$ cat config.mk
export PLATFORM = sky130hd
export DESIGN_NAME = analog_hold_formatter
export DESIGN_NICKNAME = d
export VERILOG_FILES = /design/src/hw/analog_hold_pkg.sv /design/src/hw/analog_hold_formatter.sv /design/src/hw/hold_channel.sv /design/src/hw/resolution_scaler.sv
export SDC_FILE = /design/constraint.sdc
export NUM_CORES = 1
export LEC_CHECK = 0
export BUFFER_PORTS_ARGS = -buffer_cell sky130_fd_sc_hd__buf_4
export CORE_MARGIN = 5
export CORE_UTILIZATION = 45
export DETAILED_ROUTE_END_ITERATION = 10
export GPL_ROUTABILITY_DRIVEN = 0
export REMOVE_ABC_BUFFERS = 1
export SLEW_MARGIN = 20
export SYNTH_ARGS = -nofsm -noshare
export SYNTH_HDL_FRONTEND = slang
export SYNTH_SLANG_ARGS = --single-unit
$ cat constraint.sdc
create_clock -name aclk -period 11.4 [get_ports aclk]
set_input_delay 2.85 -clock aclk [delete_from_list [all_inputs] [get_ports aclk]]
set_output_delay 2.85 -clock aclk [all_outputs]
set_load 0.1 [all_outputs]
$ cat src/hw/analog_hold_pkg.sv
// Shared constants for the analog input hold formatter: register map,
// field codes, resolution limits and bus response codes.
// Assumes a 32-bit AXI4-Lite register bus and eight input channels.
package analog_hold_pkg;

  localparam int NUM_CH  = 8;
  localparam int COUNT_W = 16;
  localparam int SEL_W   = 2;
  localparam int CH_W    = 3;
  localparam int ADDR_W  = 8;
  localparam int DATA_W  = 32;

  // Register byte addresses.
  localparam logic [ADDR_W-1:0] ADDR_RESOLUTION = 8'h00;
  localparam logic [ADDR_W-1:0] ADDR_RANGE      = 8'h04;
  localparam logic [ADDR_W-1:0] ADDR_HOLD       = 8'h08;
  localparam logic [ADDR_W-1:0] ADDR_STATUS     = 8'h0c;
  localparam logic [ADDR_W-1:0] ADDR_DATA_FIRST = 8'h10;
  localparam logic [ADDR_W-1:0] ADDR_DATA_LAST  = 8'h2c;
  localparam int                WORD_SHIFT      = 2;

  // Reset values.
  localparam logic [15:0] RESOLUTION_RESET = 16'h0000;
  localparam logic [15:0] RANGE_RESET      = 16'h0000;
  localparam logic [15:0] HOLD_RESET       = 16'h0000;

  // Range register fields.
  localparam int RANGE_IN_BIT  = 0;
  localparam int RANGE_OUT_BIT = 8;

  // Status register fields.
  localparam int STATUS_CAPTURED_LSB = 0;
  localparam int STATUS_FRESH_LSB    = 8;

  // Per-channel resolution codes.
  localparam logic [SEL_W-1:0] RES_12  = 2'h0;
  localparam logic [SEL_W-1:0] RES_14  = 2'h1;
  localparam logic [SEL_W-1:0] RES_16  = 2'h2;
  localparam logic [SEL_W-1:0] RES_OFF = 2'h3;

  // Per-channel track-and-hold codes.
  localparam logic [SEL_W-1:0] HOLD_LIVE  = 2'h0;
  localparam logic [SEL_W-1:0] HOLD_MIN   = 2'h1;
  localparam logic [SEL_W-1:0] HOLD_MAX   = 2'h2;
  localparam logic [SEL_W-1:0] HOLD_RESET_SEL = 2'h3;

  // Full-scale counts per resolution.
  localparam logic [COUNT_W-1:0] MAX_12 = 16'h0fff;
  localparam logic [COUNT_W-1:0] MAX_14 = 16'h3fff;
  localparam logic [COUNT_W-1:0] MAX_16 = 16'hffff;

  // Right shift of the 16-bit full-range conversion per resolution.
  localparam int SHIFT_12 = 4;
  localparam int SHIFT_14 = 2;

  localparam logic [1:0] RESP_OKAY   = 2'h0;
  localparam logic [1:0] RESP_SLVERR = 2'h2;

  function automatic logic [COUNT_W-1:0] max_count(logic [SEL_W-1:0] res);
    logic [COUNT_W-1:0] m;
    m = 16'h0000;
    case (res)
      RES_12:  m = MAX_12;
      RES_14:  m = MAX_14;
      RES_16:  m = MAX_16;
      default: m = 16'h0000;
    endcase
    return m;
  endfunction

endpackage

$ cat src/hw/analog_hold_formatter.sv
// Top of the analog input hold formatter: AXI4-Lite register slave,
// per-channel resolution scaling and per-channel track-and-hold.
// Assumes conversions arrive synchronous to aclk as a 16-bit code that
// spans the selected voltage range, tagged with their channel number.
`timescale 1ns/1ps

// Operation
// - 12-bit channels report 0 at zero volts up to 4095 at full scale.
// - 14-bit channels report 0 at zero volts up to 16383 at full scale.
// - 16-bit channels report 0 at zero volts up to 65535 at full scale.
// - Count is proportional to voltage over the selected range.
// - Each channel result fits one 16-bit data word.
// - Hold behaviour is chosen separately for each channel.
// - With no hold, each update places the live result.
// - Minimum hold captures first sample, then keeps only strictly lower ones.
// - Maximum hold captures first sample, then keeps only strictly higher ones.
// - In the reset setting the live result is reported.
// - Leaving reset for min or max restarts capture afresh.
// - Two bits per channel select 12, 14, 16 bit or disabled.
// - Hold codes: 00 live, 01 min, 10 max, 11 reset; changeable anytime.
module analog_hold_formatter #(
  parameter int NUM_CH = analog_hold_pkg::NUM_CH
) (
  input  wire logic        aclk,
  input  wire logic        aresetn,
  input  wire logic [7:0]  s_axi_awaddr,
  input  wire logic [2:0]  s_axi_awprot,
  input  wire logic        s_axi_awvalid,
  output logic             s_axi_awready,
  input  wire logic [31:0] s_axi_wdata,
  input  wire logic [3:0]  s_axi_wstrb,
  input  wire logic        s_axi_wvalid,
  output logic             s_axi_wready,
  output logic [1:0]       s_axi_bresp,
  output logic             s_axi_bvalid,
  input  wire logic        s_axi_bready,
  input  wire logic [7:0]  s_axi_araddr,
  input  wire logic [2:0]  s_axi_arprot,
  input  wire logic        s_axi_arvalid,
  output logic             s_axi_arready,
  output logic [31:0]      s_axi_rdata,
  output logic [1:0]       s_axi_rresp,
  output logic             s_axi_rvalid,
  input  wire logic        s_axi_rready,
  input  wire logic        sample_valid,
  input  wire logic [2:0]  sample_channel,
  input  wire logic [15:0] sample_raw,
  output logic             input_range_10v,
  output logic             output_range_10v
);

  // Configuration registers.
  logic [15:0] resolution_sel;
  logic [15:0] range_sel;
  logic [15:0] hold_sel;
  logic [15:0] next_resolution_sel;
  logic [15:0] next_range_sel;
  logic [15:0] next_hold_sel;

  // Write channel state.
  logic        aw_held;
  logic [7:0]  aw_addr;
  logic        w_held;
  logic [31:0] w_data;
  logic [3:0]  w_strb;
  logic        bvalid;
  logic [1:0]  bresp;
  logic        next_aw_held;
  logic [7:0]  next_aw_addr;
  logic        next_w_held;
  logic [31:0] next_w_data;
  logic [3:0]  next_w_strb;
  logic        next_bvalid;
  logic [1:0]  next_bresp;

  // Read channel state.
  logic        rvalid;
  logic [31:0] rdata;
  logic [1:0]  rresp;
  logic        next_rvalid;
  logic [31:0] next_rdata;
  logic [1:0]  next_rresp;

  // Per-channel data and flags.
  logic [15:0]       data_word [NUM_CH];
  logic [NUM_CH-1:0] captured;
  logic [NUM_CH-1:0] fresh;
  logic [NUM_CH-1:0] next_fresh;
  logic [NUM_CH-1:0] ch_hit;
  logic [15:0]       sample_count;
  logic [1:0]        sample_res;

  logic        do_write;
  logic        ar_take;
  logic        data_read;
  logic [2:0]  read_index;

  function automatic logic [15:0] merge16(logic [15:0] old_value,
                                          logic [31:0] wdata,
                                          logic [3:0]  wstrb);
    logic [15:0] v;
    v = old_value;
    if (wstrb[0]) begin
      v[7:0] = wdata[7:0];
    end
    if (wstrb[1]) begin
      v[15:8] = wdata[15:8];
    end
    return v;
  endfunction

  function automatic logic is_data_addr(logic [7:0] addr);
    return addr >= analog_hold_pkg::ADDR_DATA_FIRST &&
           addr <= analog_hold_pkg::ADDR_DATA_LAST;
  endfunction

  function automatic logic [2:0] data_index(logic [7:0] addr);
    logic [7:0] off;
    off = (addr - analog_hold_pkg::ADDR_DATA_FIRST) >>
          analog_hold_pkg::WORD_SHIFT;
    return off[2:0];
  endfunction

  assign s_axi_awready = !aw_held && !bvalid;
  assign s_axi_wready  = !w_held && !bvalid;
  assign s_axi_arready = !rvalid;
  assign s_axi_bvalid  = bvalid;
  assign s_axi_bresp   = bresp;
  assign s_axi_rvalid  = rvalid;
  assign s_axi_rdata   = rdata;
  assign s_axi_rresp   = rresp;

  assign input_range_10v  = range_sel[analog_hold_pkg::RANGE_IN_BIT];
  assign output_range_10v = range_sel[analog_hold_pkg::RANGE_OUT_BIT];

  // Write path: address and data may arrive in either order.
  always_comb begin
    next_aw_held        = aw_held;
    next_aw_addr        = aw_addr;
    next_w_held         = w_held;
    next_w_data         = w_data;
    next_w_strb         = w_strb;
    next_bvalid         = bvalid;
    next_bresp          = bresp;
    next_resolution_sel = resolution_sel;
    next_range_sel      = range_sel;
    next_hold_sel       = hold_sel;
    if (s_axi_awvalid && s_axi_awready) begin
      next_aw_held = 1'b1;
      next_aw_addr = s_axi_awaddr;
    end
    if (s_axi_wvalid && s_axi_wready) begin
      next_w_held = 1'b1;
      next_w_data = s_axi_wdata;
      next_w_strb = s_axi_wstrb;
    end
    do_write = aw_held && w_held && !bvalid;
    if (do_write) begin
      next_aw_held = 1'b0;
      next_w_held  = 1'b0;
      next_bvalid  = 1'b1;
      next_bresp   = analog_hold_pkg::RESP_OKAY;
      case (aw_addr)
        analog_hold_pkg::ADDR_RESOLUTION:
          next_resolution_sel = merge16(resolution_sel, w_data,
                                        w_strb);
        analog_hold_pkg::ADDR_RANGE:
          next_range_sel = merge16(range_sel, w_data, w_strb);
        analog_hold_pkg::ADDR_HOLD:
          next_hold_sel = merge16(hold_sel, w_data, w_strb);
        default:
          next_bresp = analog_hold_pkg::RESP_SLVERR;
      endcase
    end
    if (bvalid && s_axi_bready) begin
      next_bvalid = 1'b0;
    end
  end

  always_ff @(posedge aclk) begin
    if (!aresetn) begin
      aw_held        <= 1'b0;
      aw_addr        <= 8'h00;
      w_held         <= 1'b0;
      w_data         <= 32'h0000_0000;
      w_strb         <= 4'h0;
      bvalid         <= 1'b0;
      bresp          <= analog_hold_pkg::RESP_OKAY;
      resolution_sel <= analog_hold_pkg::RESOLUTION_RESET;
      range_sel      <= analog_hold_pkg::RANGE_RESET;
      hold_sel       <= analog_hold_pkg::HOLD_RESET;
    end else begin
      aw_held        <= next_aw_held;
      aw_addr        <= next_aw_addr;
      w_held         <= next_w_held;
      w_data         <= next_w_data;
      w_strb         <= next_w_strb;
      bvalid         <= next_bvalid;
      bresp          <= next_bresp;
      resolution_sel <= next_resolution_sel;
      range_sel      <= next_range_sel;
      hold_sel       <= next_hold_sel;
    end
  end

  // Read path: one cycle from the address handshake to rvalid.
  always_comb begin
    next_rvalid = rvalid;
    next_rdata  = rdata;
    next_rresp  = rresp;
    ar_take     = s_axi_arvalid && s_axi_arready;
    data_read   = ar_take && is_data_addr(s_axi_araddr);
    read_index  = data_index(s_axi_araddr);
    if (ar_take) begin
      next_rvalid = 1'b1;
      next_rresp  = analog_hold_pkg::RESP_OKAY;
      next_rdata  = 32'h0000_0000;
      if (data_read) begin
        next_rdata[15:0] = data_word[read_index];
      end else begin
        case (s_axi_araddr)
          analog_hold_pkg::ADDR_RESOLUTION:
            next_rdata[15:0] = resolution_sel;
          analog_hold_pkg::ADDR_RANGE:
            next_rdata[15:0] = range_sel;
          analog_hold_pkg::ADDR_HOLD:
            next_rdata[15:0] = hold_sel;
          analog_hold_pkg::ADDR_STATUS: begin
            next_rdata[analog_hold_pkg::STATUS_CAPTURED_LSB +: 8] = captured;
            next_rdata[analog_hold_pkg::STATUS_FRESH_LSB +: 8]    = fresh;
          end
          default:
            next_rresp = analog_hold_pkg::RESP_SLVERR;
        endcase
      end
    end else if (rvalid && s_axi_rready) begin
      next_rvalid = 1'b0;
    end
  end

  always_ff @(posedge aclk) begin
    if (!aresetn) begin
      rvalid <= 1'b0;
      rdata  <= 32'h0000_0000;
      rresp  <= analog_hold_pkg::RESP_OKAY;
    end else begin
      rvalid <= next_rvalid;
      rdata  <= next_rdata;
      rresp  <= next_rresp;
    end
  end

  // The incoming sample is scaled once, at its own channel's resolution.
  assign sample_res = resolution_sel[sample_channel * 2 +: 2];

  resolution_scaler u_scaler (
    .raw   (sample_raw),
    .res   (sample_res),
    .count (sample_count)
  );

  // Fresh flags: set by an update, cleared by reading that data word.
  // A set in the same cycle as the clearing read wins, so no update is missed.
  always_comb begin
    next_fresh = fresh;
    for (int i = 0; i < NUM_CH; i++) begin
      if (data_read && read_index == i[2:0]) begin
        next_fresh[i] = 1'b0;
      end
      if (ch_hit[i]) begin
        next_fresh[i] = 1'b1;
      end
    end
  end

  always_ff @(posedge aclk) begin
    if (!aresetn) begin
      fresh <= '0;
    end else begin
      fresh <= next_fresh;
    end
  end

  for (genvar c = 0; c < NUM_CH; c++) begin : g_ch
    assign ch_hit[c] = sample_valid && sample_channel == 3'(c) &&
                       resolution_sel[c*2 +: 2] != analog_hold_pkg::RES_OFF;

    hold_channel u_hold (
      .aclk         (aclk),
      .aresetn      (aresetn),
      .sample_valid (ch_hit[c]),
      .count        (sample_count),
      .res          (resolution_sel[c*2 +: 2]),
      .mode         (hold_sel[c*2 +: 2]),
      .data_word    (data_word[c]),
      .captured     (captured[c])
    );
  end

endmodule // analog_hold_formatter

$ cat src/hw/hold_channel.sv
// One channel's track-and-hold stage and its 16-bit data word.
// Assumes count is already at the channel's resolution and is valid with
// sample_valid for one cycle per conversion of this channel.
`timescale 1ns/1ps
module hold_channel (
  input  wire logic        aclk,
  input  wire logic        aresetn,
  input  wire logic        sample_valid,
  input  wire logic [15:0] count,
  input  wire logic [1:0]  res,
  input  wire logic [1:0]  mode,
  output logic      [15:0] data_word,
  output logic             captured
);

  logic [15:0] held;
  logic [3:0]  last_cfg;
  logic [15:0] next_data_word;
  logic [15:0] next_held;
  logic        next_captured;
  logic [3:0]  next_last_cfg;
  logic        cfg_changed;
  logic        have;

  always_comb begin
    cfg_changed    = {res, mode} != last_cfg;
    // Any change of mode or resolution drops history, so a stale value
    // from another scale never wins a comparison.
    have           = captured && !cfg_changed;
    next_data_word = data_word;
    next_held      = held;
    next_captured  = have;
    next_last_cfg  = {res, mode};
    if (res == analog_hold_pkg::RES_OFF) begin
      next_data_word = 16'h0000;
      next_captured  = 1'b0;
    end else if (mode == analog_hold_pkg::HOLD_RESET_SEL) begin
      next_captured = 1'b0;
      if (sample_valid) begin
        next_data_word = count;
      end
    end else if (sample_valid) begin
      unique case (mode)
        analog_hold_pkg::HOLD_MIN: begin
          if (!have && count <= analog_hold_pkg::max_count(res)) begin
            next_held     = count;
            next_captured = 1'b1;
          end else if (have && count < held) begin
            next_held = count;
          end
          next_data_word = next_held;
        end
        analog_hold_pkg::HOLD_MAX: begin
          if (!have) begin
            next_held     = count;
            next_captured = 1'b1;
          end else if (count > held) begin
            next_held = count;
          end
          next_data_word = next_held;
        end
        default: begin
          next_data_word = count;
        end
      endcase
    end
  end

  always_ff @(posedge aclk) begin
    if (!aresetn) begin
      data_word <= 16'h0000;
      held      <= 16'h0000;
      captured  <= 1'b0;
      last_cfg  <= 4'h0;
    end else begin
      data_word <= next_data_word;
      held      <= next_held;
      captured  <= next_captured;
      last_cfg  <= next_last_cfg;
    end
  end

endmodule // hold_channel

$ cat src/hw/resolution_scaler.sv
// Maps a 16-bit full-range conversion onto the selected channel resolution.
// Assumes the raw code already spans the selected voltage range end to end.
`timescale 1ns/1ps
module resolution_scaler (
  input  wire logic [15:0] raw,
  input  wire logic [1:0]  res,
  output logic      [15:0] count
);

  // A shift keeps zero at zero and full scale at the resolution maximum
  // while staying proportional, at the cost of a divider-free floor.
  always_comb begin
    count = 16'h0000;
    case (res)
      analog_hold_pkg::RES_12: count = raw >> analog_hold_pkg::SHIFT_12;
      analog_hold_pkg::RES_14: count = raw >> analog_hold_pkg::SHIFT_14;
      analog_hold_pkg::RES_16: count = raw;
      default:                 count = 16'h0000;
    endcase
  end

endmodule // resolution_scaler

==> results of run 1 <==
power groups by stage:
stage,clock network (mW),registers (mW),logic [mW]
floorplan,0,1.50,0.436
global placement,0,1.48,0.714
detailed placement,0,1.48,0.736
CTS,1.53,1.45,0.740
global route,1.58,1.45,0.810
finish,1.50,1.45,0.756
worst register-to-register path: cells and delay by family (launching register included):
kind / cells / cell delay, ns
buf+inv: 2 / 0.72
simple gates: 4 / 2.17
compound gates: 5 / 2.81
flops: 1 / 0.49
mux: 2 / 0.47
fa+ha+maj: 1 / 0.31
synth_stat cells, types with 11 or more instances:
library cell	n
o221ai_1	59
nand2b_1	26
o2111ai_1	12
and3_1	21
o31ai_1	16
a211o_1	12
nand4_1	64
a21o_1	27
nor3_1	60
a2bb2oi_2	12
xor2_1	24
dfxtp_1	400
mux4_2	50
o21a_1	24
buf_2	36
nor2_1	144
and2_1	23
buf_1	20
nor4_1	18
o311ai_1	11
inv_2	14
or2_2	11
ha_1	296
inv_1	188
nor2b_1	22
a222oi_1	48
nand3_1	55
a22oi_1	23
mux2i_1	136
o211ai_1	120
buf_4	27
a211oi_1	69
a21oi_1	295
nand2_1	348
a221oi_1	45
clkbuf_1	148
o311ai_0	38
o21ai_0	118
a31oi_1	31
through the flow:
| stage | cell area, µm² | setup slack (ns) | hold WS (ns) | utilization | power, mW |
|---|---|---|---|---|---|
| floorplan | 26600 | 2.80 | 0.429 | - | 1.94 |
| global placement | 28800 | 1.87 | 0.440 | 0.475 | 2.19 |
| detailed placement | 28800 | 1.74 | 0.446 | 0.475 | 2.21 |
| CTS | 30300 | 2.34 | 0.455 | 0.500 | 3.71 |
| global route | 30300 | 1.93 | 0.471 | 0.500 | 3.84 |
| finish | 30300 | 2.00 | 0.453 | 0.500 | 3.71 |
layout make-up:
type,count,share of cell area
Multi-Input combinational cell,2400,0.589
Clock buffer,72,0.0463
Tap cell,782,0.0323
Inverter,202,0.0252
Clock inverter,14,0.00347
Sequential cell,400,0.264
Timing Repair Buffer,158,0.0392
worst max path at each step:
stage / slack, ns / from / end
2_1_floorplan: 2.80 / sample_channel[0] / g_ch[6].u_hold.held[14]
3_3_place_gp: 1.87 / sample_channel[0] / g_ch[3].u_hold.held[15]
3_5_place_dp: 1.74 / sample_channel[0] / g_ch[3].u_hold.held[10]
4_1_cts: 2.34 / sample_channel[0] / g_ch[3].u_hold.held[14]
5_1_grt: 1.93 / sample_channel[0] / g_ch[3].u_hold.held[5]
6_report: 2.00 / sample_channel[0] / g_ch[3].u_hold.held[14]
cell families (layout without fill, tap and decap cells):
family,after synthesis,after routing,share of synthesized area
xor gates and xnor gates,32,32,0.0102
and+or+nand+nor,823,823,0.139
buffers and inverters,438,446,0.0663
adders and majority gates,296,296,0.134
muxes,197,197,0.0952
other,1,18,0.000136
DFF,400,400,0.290
AOI/OAI and AO/OA,1034,1034,0.265
metal layers:
metal / vias up / wire [µm] / track usage / part of all wire
met5: - / 10 / 0 / 0.00010
met3: 287 / 9460 / 0.0580 / 0.096
li1: 12100 / - / - / -
met1: 12800 / 41300 / 0.385 / 0.42
met2: 1362 / 42200 / 0.435 / 0.43
met4: 2 / 5310 / 0.127 / 0.054
state kept, by name, indices dropped and copies added (netlist names), 2 cells and up:
name	flops
range_sel	16
aw_addr	8
g_ch.u_hold.held	128
g_ch.u_hold.last_cfg	32
g_ch.u_hold.data_word	128
w_data	16
g_ch.u_hold.captured	8
hold_sel	16
resolution_sel	16
w_strb	2
fresh	8
s_axi_rdata	16
==> reports/results.ini, run 1 <==
[critical_path]
cp-start-kind = input pin
cp_top_family = compound AO/OA/AOI/OAI gates
rr_worst_depth = 14
worst-path-buf-inv = 3
critPathMaxStageDelay_ns = 1.00
crit_cells = 15
crit_chain = buf_4 > nand2b_1 > o22ai_1 > a22oi_1 > and2_1 > a2bb2oi_4 > inv_2 > buf_4 > ha_1 > nand4_1 > a2111oi_1 > o21ba_2 > or4_1 > and2_1 > mux2i_1
rr_startpoint = resolution_sel[9]
crit_arrival_ns = 9.89
rrSetupSlack_ns = 4.34
critical_path_required_ns = 11.90
slowest_stage = a2111oi_1
timing.rr.end = g_ch[3].u_hold.held[14]
end_kind = flip-flop
crit_type = in2reg
path_max_fanout = 17

[global_routing]
grt_use_total = 0.283
antenna_found_initial = 1
grt_pass1_wl_um = 150000
grt_start_max_net_pins = 77
grt_overflow_total = 0
grt_pass1_vias = 25400

[power_and_ir_drop]
p_leak_nw = 11.6
comb_power_share = 0.204
intPower_mw = 2.52
seq_power_share = 0.390
clkPwrFrac = 0.406
power_density_nw_per_um2 = 122
ir_worst_vdd_mv = 0.128
swShare = 0.319
p_switching_mw = 1.18

[min_path]
holdPathStages = 2
hold_class = reg2reg
min_from = g_ch[0].u_hold.held[14]
whs_endpoint = g_ch[0].u_hold.held[14]

[sta]
finalSetupTns_ns = 0
setup_viol = 0
slew_headroom = 0.220
drv_slew = 0
fin_crit_sh = 0.824
grt_setup_unrepaired = no
hold_violations = 0
worst_slew_pin_slew_ns = 1.17
maxClockFrequency_ghz = 0.106
fin_crit_ns = 9.40
skew_ns = 0.0208

[flow_run]
cap_violations = 0

[die]
dieHeight_um = 258
start_util = 0.455
coreArea_um2 = 60600
rows = 90
chipWidth_um = 258
io-pin-count = 128
dieArea_um2 = 66300

[detailed_routing]
vias_per_cell = 6.59
routedWlPerCell_um = 24.4
drt-initial-drc-count = 3272
num_vias = 26600
first_pass_iters = 8
wirelength_um = 98300
detail-route-antenna-nets = 0
drc = 0

[final_layout]
final_layout_size_suffix_gt1_frac = 0.112
antennaDiodeCount = 0
finalNetCount = 3591
layout_common_cells = dfxtp_1, nand2_1, ha_1, a21oi_1, inv_1
final_common_cell = dfxtp_1
multi_input_area_um2 = 17800
fillCellCount = 5722
syn2layout_area_growth_pct = 9.80
ff_latch_area_um2 = 8010
fin_cells = 4028

[synthesis]
synth_enable_flop_cells = 0
synth-seq-cells = 400
ys.flop_type = dfxtp_1
ys_types = 81
synth.area.top_cells = dfxtp_1, ha_1, a21oi_1
synth_largest_area_cell = dfxtp_1
syn_area_per_cell_um2 = 8.56
yosysWarnings = 0
ys_seq_area_frac = 0.290
syn-cell-area_um2 = 27600
netlist.area_leader.share = 0.290
ys_async_sr_fraction = 0
synth_cells = 3221

[placed_design]
portBuffers = 85
dp.cells = 3942
dp_hpwl_um = 71400

[clocking]
path_clk_slew_ns = 0.06
cts_max_level = 2
hold_buffers = 0
root_buffer = clkbuf_16
cts_resized = 0
cts_setup_buffers = 0
clk_path_buf_depth = 3
clk_latency_ns = 0.60
cts_sinks = 400
cts_buffers = 48
cts_tree = built

[status]
outcome = complete, no violations

(Power assumes the default switching activity.)
==> run 2, diff against run 1 <==
--- a/config.mk
+++ b/config.mk
@@ -5,6 +5,7 @@
 export SDC_FILE = /design/constraint.sdc
 export NUM_CORES = 1
 export LEC_CHECK = 0
+export ABC_AREA = 1
 export BUFFER_PORTS_ARGS = -buffer_cell sky130_fd_sc_hd__buf_4
 export CORE_MARGIN = 5
 export CORE_UTILIZATION = 45
==> constraint.sdc (replaced) <==
create_clock -name aclk -period 8.75 [get_ports aclk]
set_input_delay 2.1875 -clock aclk [delete_from_list [all_inputs] [get_ports aclk]]
set_output_delay 2.1875 -clock aclk [all_outputs]
set_load 0.1 [all_outputs]
==> run 2 against run 1 <==
Effect of this change: clock power rose by 47%; final area grew 8.2%; count of clock-buffer cells in the layout shrank 6; die area up 9.6%; worst setup slack gained 0.21 ns; first-iteration DRC count down 4.2%; via count up 19%; total power is 33% higher; routed wire length is 15% higher; critical endpoint is now g_ch[1].u_hold.data_word[11]; largest power group unchanged.
==> reports/results.ini, run 2 <==
[status]
outcome = complete, no violations

[die]
dieHeight_um = 270  ; +4.7%
chipWidth_um = 270  ; +4.7%
coreArea_um2 = 67000  ; +11%
rows = 95  ; +5.6%
start_util = 0.453  ; -0.00265
io-pin-count = 128  ; unchanged
dieArea_um2 = 72700  ; +9.6%

[final_layout]
layout_common_cells = nand2_1, nand3_1, inv_1, dfxtp_1, ha_1
final_cell_area_um2 = 32800  ; +8.2%
final_common_cell = nand2_1
fillCellCount = 7024  ; +23%
final_layout_size_suffix_gt1_frac = 0.0792  ; -0.0333
largestRegisters = g_ch.u_hold.data_word x128, g_ch.u_hold.held x128, g_ch.u_hold.last_cfg x32
syn2layout_area_growth_pct = 7.98
finalNetCount = 4966  ; +38%

[critical_path]
cp_top_family = simple AND/OR/NAND/NOR gates
slowest_stage = inv_2
critical_path_required_ns = 9.23  ; -2.67 ns
crit_top_cell = nand2_1
rrSetupSlack_ns = 3.48  ; -0.86 ns
worst-path-buf-inv = 6  ; +3
crit_arrival_ns = 7.02  ; -2.87 ns
cp-start-kind = input pin
crit_type = in2reg
path_max_fanout = 25  ; +8
end_kind = flip-flop
rr_startpoint = resolution_sel[15]
crit_start = sample_channel[0]
critPathMaxStageDelay_ns = 0.53  ; -0.47 ns

[clocking]
cts_max_level = 2  ; unchanged
path_clk_slew_ns = 0.06  ; about the same
clk_latency_ns = 0.63  ; +0.03 ns
root_buffer = clkbuf_16
cts_sinks = 400  ; unchanged
cts_buffers = 50  ; +4.2%
hold_buffers = 0  ; unchanged
cts_resized = 0  ; unchanged
clk_path_buf_depth = 3  ; unchanged
cts_tree = built
cts_setup_buffers = 0  ; unchanged

[placed_design]
post_dp_cell_area_um2 = 31000  ; +7.9%
dp_hpwl_um = 74200  ; +4.0%
portBuffers = 85  ; unchanged

[sta]
worst_slew_pin_slew_ns = 1.10  ; -0.0666 ns
fin_crit_sh = 0.747
drv_slew = 0  ; unchanged
grt_setup_unrepaired = no
fin_crit_ns = 6.54
slew_headroom = 0.263  ; +0.0427
maxClockFrequency_ghz = 0.153
setup_viol = 0  ; unchanged
skew_ns = 0.0165  ; -0.00432 ns
hold_violations = 0  ; unchanged
finalSetupTns_ns = 0  ; unchanged

[synthesis]
synth_enable_flop_cells = 0  ; unchanged
synth_cells = 4653  ; +44%
synth_common_cells = nand2_1, nand3_1, inv_1, dfxtp_1, ha_1
synth.area.top_cells = dfxtp_1, nand3_1, nand2_1
synthMostInstantiatedCell = nand2_1
ys_async_sr_fraction = 0  ; unchanged
syn-cell-area_um2 = 30300  ; +10%
synth-seq-cells = 400  ; unchanged
synth_largest_area_cell = dfxtp_1
ys_seq_area_frac = 0.264  ; -0.0264
yosysWarnings = 0  ; unchanged
ys_types = 40  ; -51%
netlist.area_leader.share = 0.264  ; -0.0264
syn_area_per_cell_um2 = 6.52  ; -24%
ys.flop_type = dfxtp_1

[detailed_routing]
wirelength_um = 113000  ; +15%
detail-route-antenna-nets = 0  ; unchanged
routedWlPerCell_um = 20.6  ; -16%
first_pass_iters = 6  ; -2
drc = 0  ; unchanged
vias_per_cell = 5.74  ; -13%
drt-initial-drc-count = 3133  ; -4.2%
num_vias = 31600  ; +19%

[flow_run]
cap_violations = 0  ; unchanged

[global_routing]
grt_use_total = 0.295  ; +0.0122
grt_overflow_total = 0  ; unchanged
grt_pass1_vias = 28000  ; +11%
grt_pass1_wl_um = 170000  ; +13%
antenna_found_initial = 1  ; unchanged
grt_start_max_net_pins = 98  ; +27%

[power_and_ir_drop]
p_leak_nw = 14.9  ; +29%
ir_worst_vdd_mv = 0.152  ; +18%
power_density_nw_per_um2 = 150  ; +23%

[min_path]
hold_class = reg2reg
min_from = g_ch[6].u_hold.data_word[12]

==> run 2: power breakdown <==
part           leakage (nW)  switching [mW]  internal (mW)  total (mW)
clock network         0.829           0.926           1.29        2.21
registers              3.23          0.0255           1.85        1.88
logic                  10.9           0.619          0.209       0.828
total                  14.9            1.57           3.35        4.92
==> run 2: path summary, 6_finish.rpt <==
kind | to | depth (start not counted)
max | g_ch[1].u_hold.data_word[11] | 26
min | g_ch[6].u_hold.data_word[12] | 2
max reg2reg | g_ch[1].u_hold.data_word[11] | 24
min reg2reg | g_ch[6].u_hold.data_word[12] | 2
==> run 2: worst register-to-register path, delay by kind of cell, from the launching register on <==
kind                       cells  cell delay, ns
AOI/OAI and AO/OA              1            0.06
adders and majority gates      1            0.51
buffers and inverters          4            1.41
DFF                            1            0.58
and+or+nand+nor               18            2.56
==> run 2: per-layer routing <==
layer / share of wire / vias to the layer above / wire length, µm / GRT usage
li1: - / 15500 / - / -
met1: 0.42 / 14500 / 47800 / 0.393
met2: 0.44 / 1305 / 49200 / 0.464
met3: 0.084 / 278 / 9510 / 0.0495
met4: 0.057 / 0 / 6410 / 0.143
met5: 0 / - / 0 / 0
==> run 2: cells by family (layout without fill, tap and decap cells) <==
family | count (synthesis) | after routing | synth area share
other cells | 1 | 19 | 0.000124
compound gates | 835 | 835 | 0.159
flops | 400 | 400 | 0.264
buf+inv | 806 | 760 | 0.114
simple gates | 2315 | 2315 | 0.341
fa+ha+maj | 296 | 296 | 0.122
==> run 2: cell type report <==
| class | count | area, µm² | share of cell area |
|---|---|---|---|
| diodes | 1 | 2.50 | 0.0000764 |
| clock buffers | 66 | 1400 | 0.0428 |
| clock inverters | 25 | 317 | 0.00966 |
| inverters | 536 | 2010 | 0.0614 |
| multi-input cells | 3464 | 18900 | 0.578 |
| flip-flops and latches | 400 | 8010 | 0.244 |
| well taps | 873 | 1090 | 0.0333 |
| repair buffers | 133 | 1000 | 0.0306 |
==> run 2: through the flow <==
stage                     instances  hold slack (ns)   util  worst slack [ns]  total power, mW
final                          5498            0.465  0.489              2.21             4.92
after global routing           5498            0.483  0.489              2.02             5.08
after CTS                      5497            0.465  0.489              2.37             4.92
after detailed placement       5406            0.456  0.463              1.74             2.73
after global placement         5406            0.453  0.463              1.77             2.72
after floorplan                4400            0.440      -              3.20             2.42
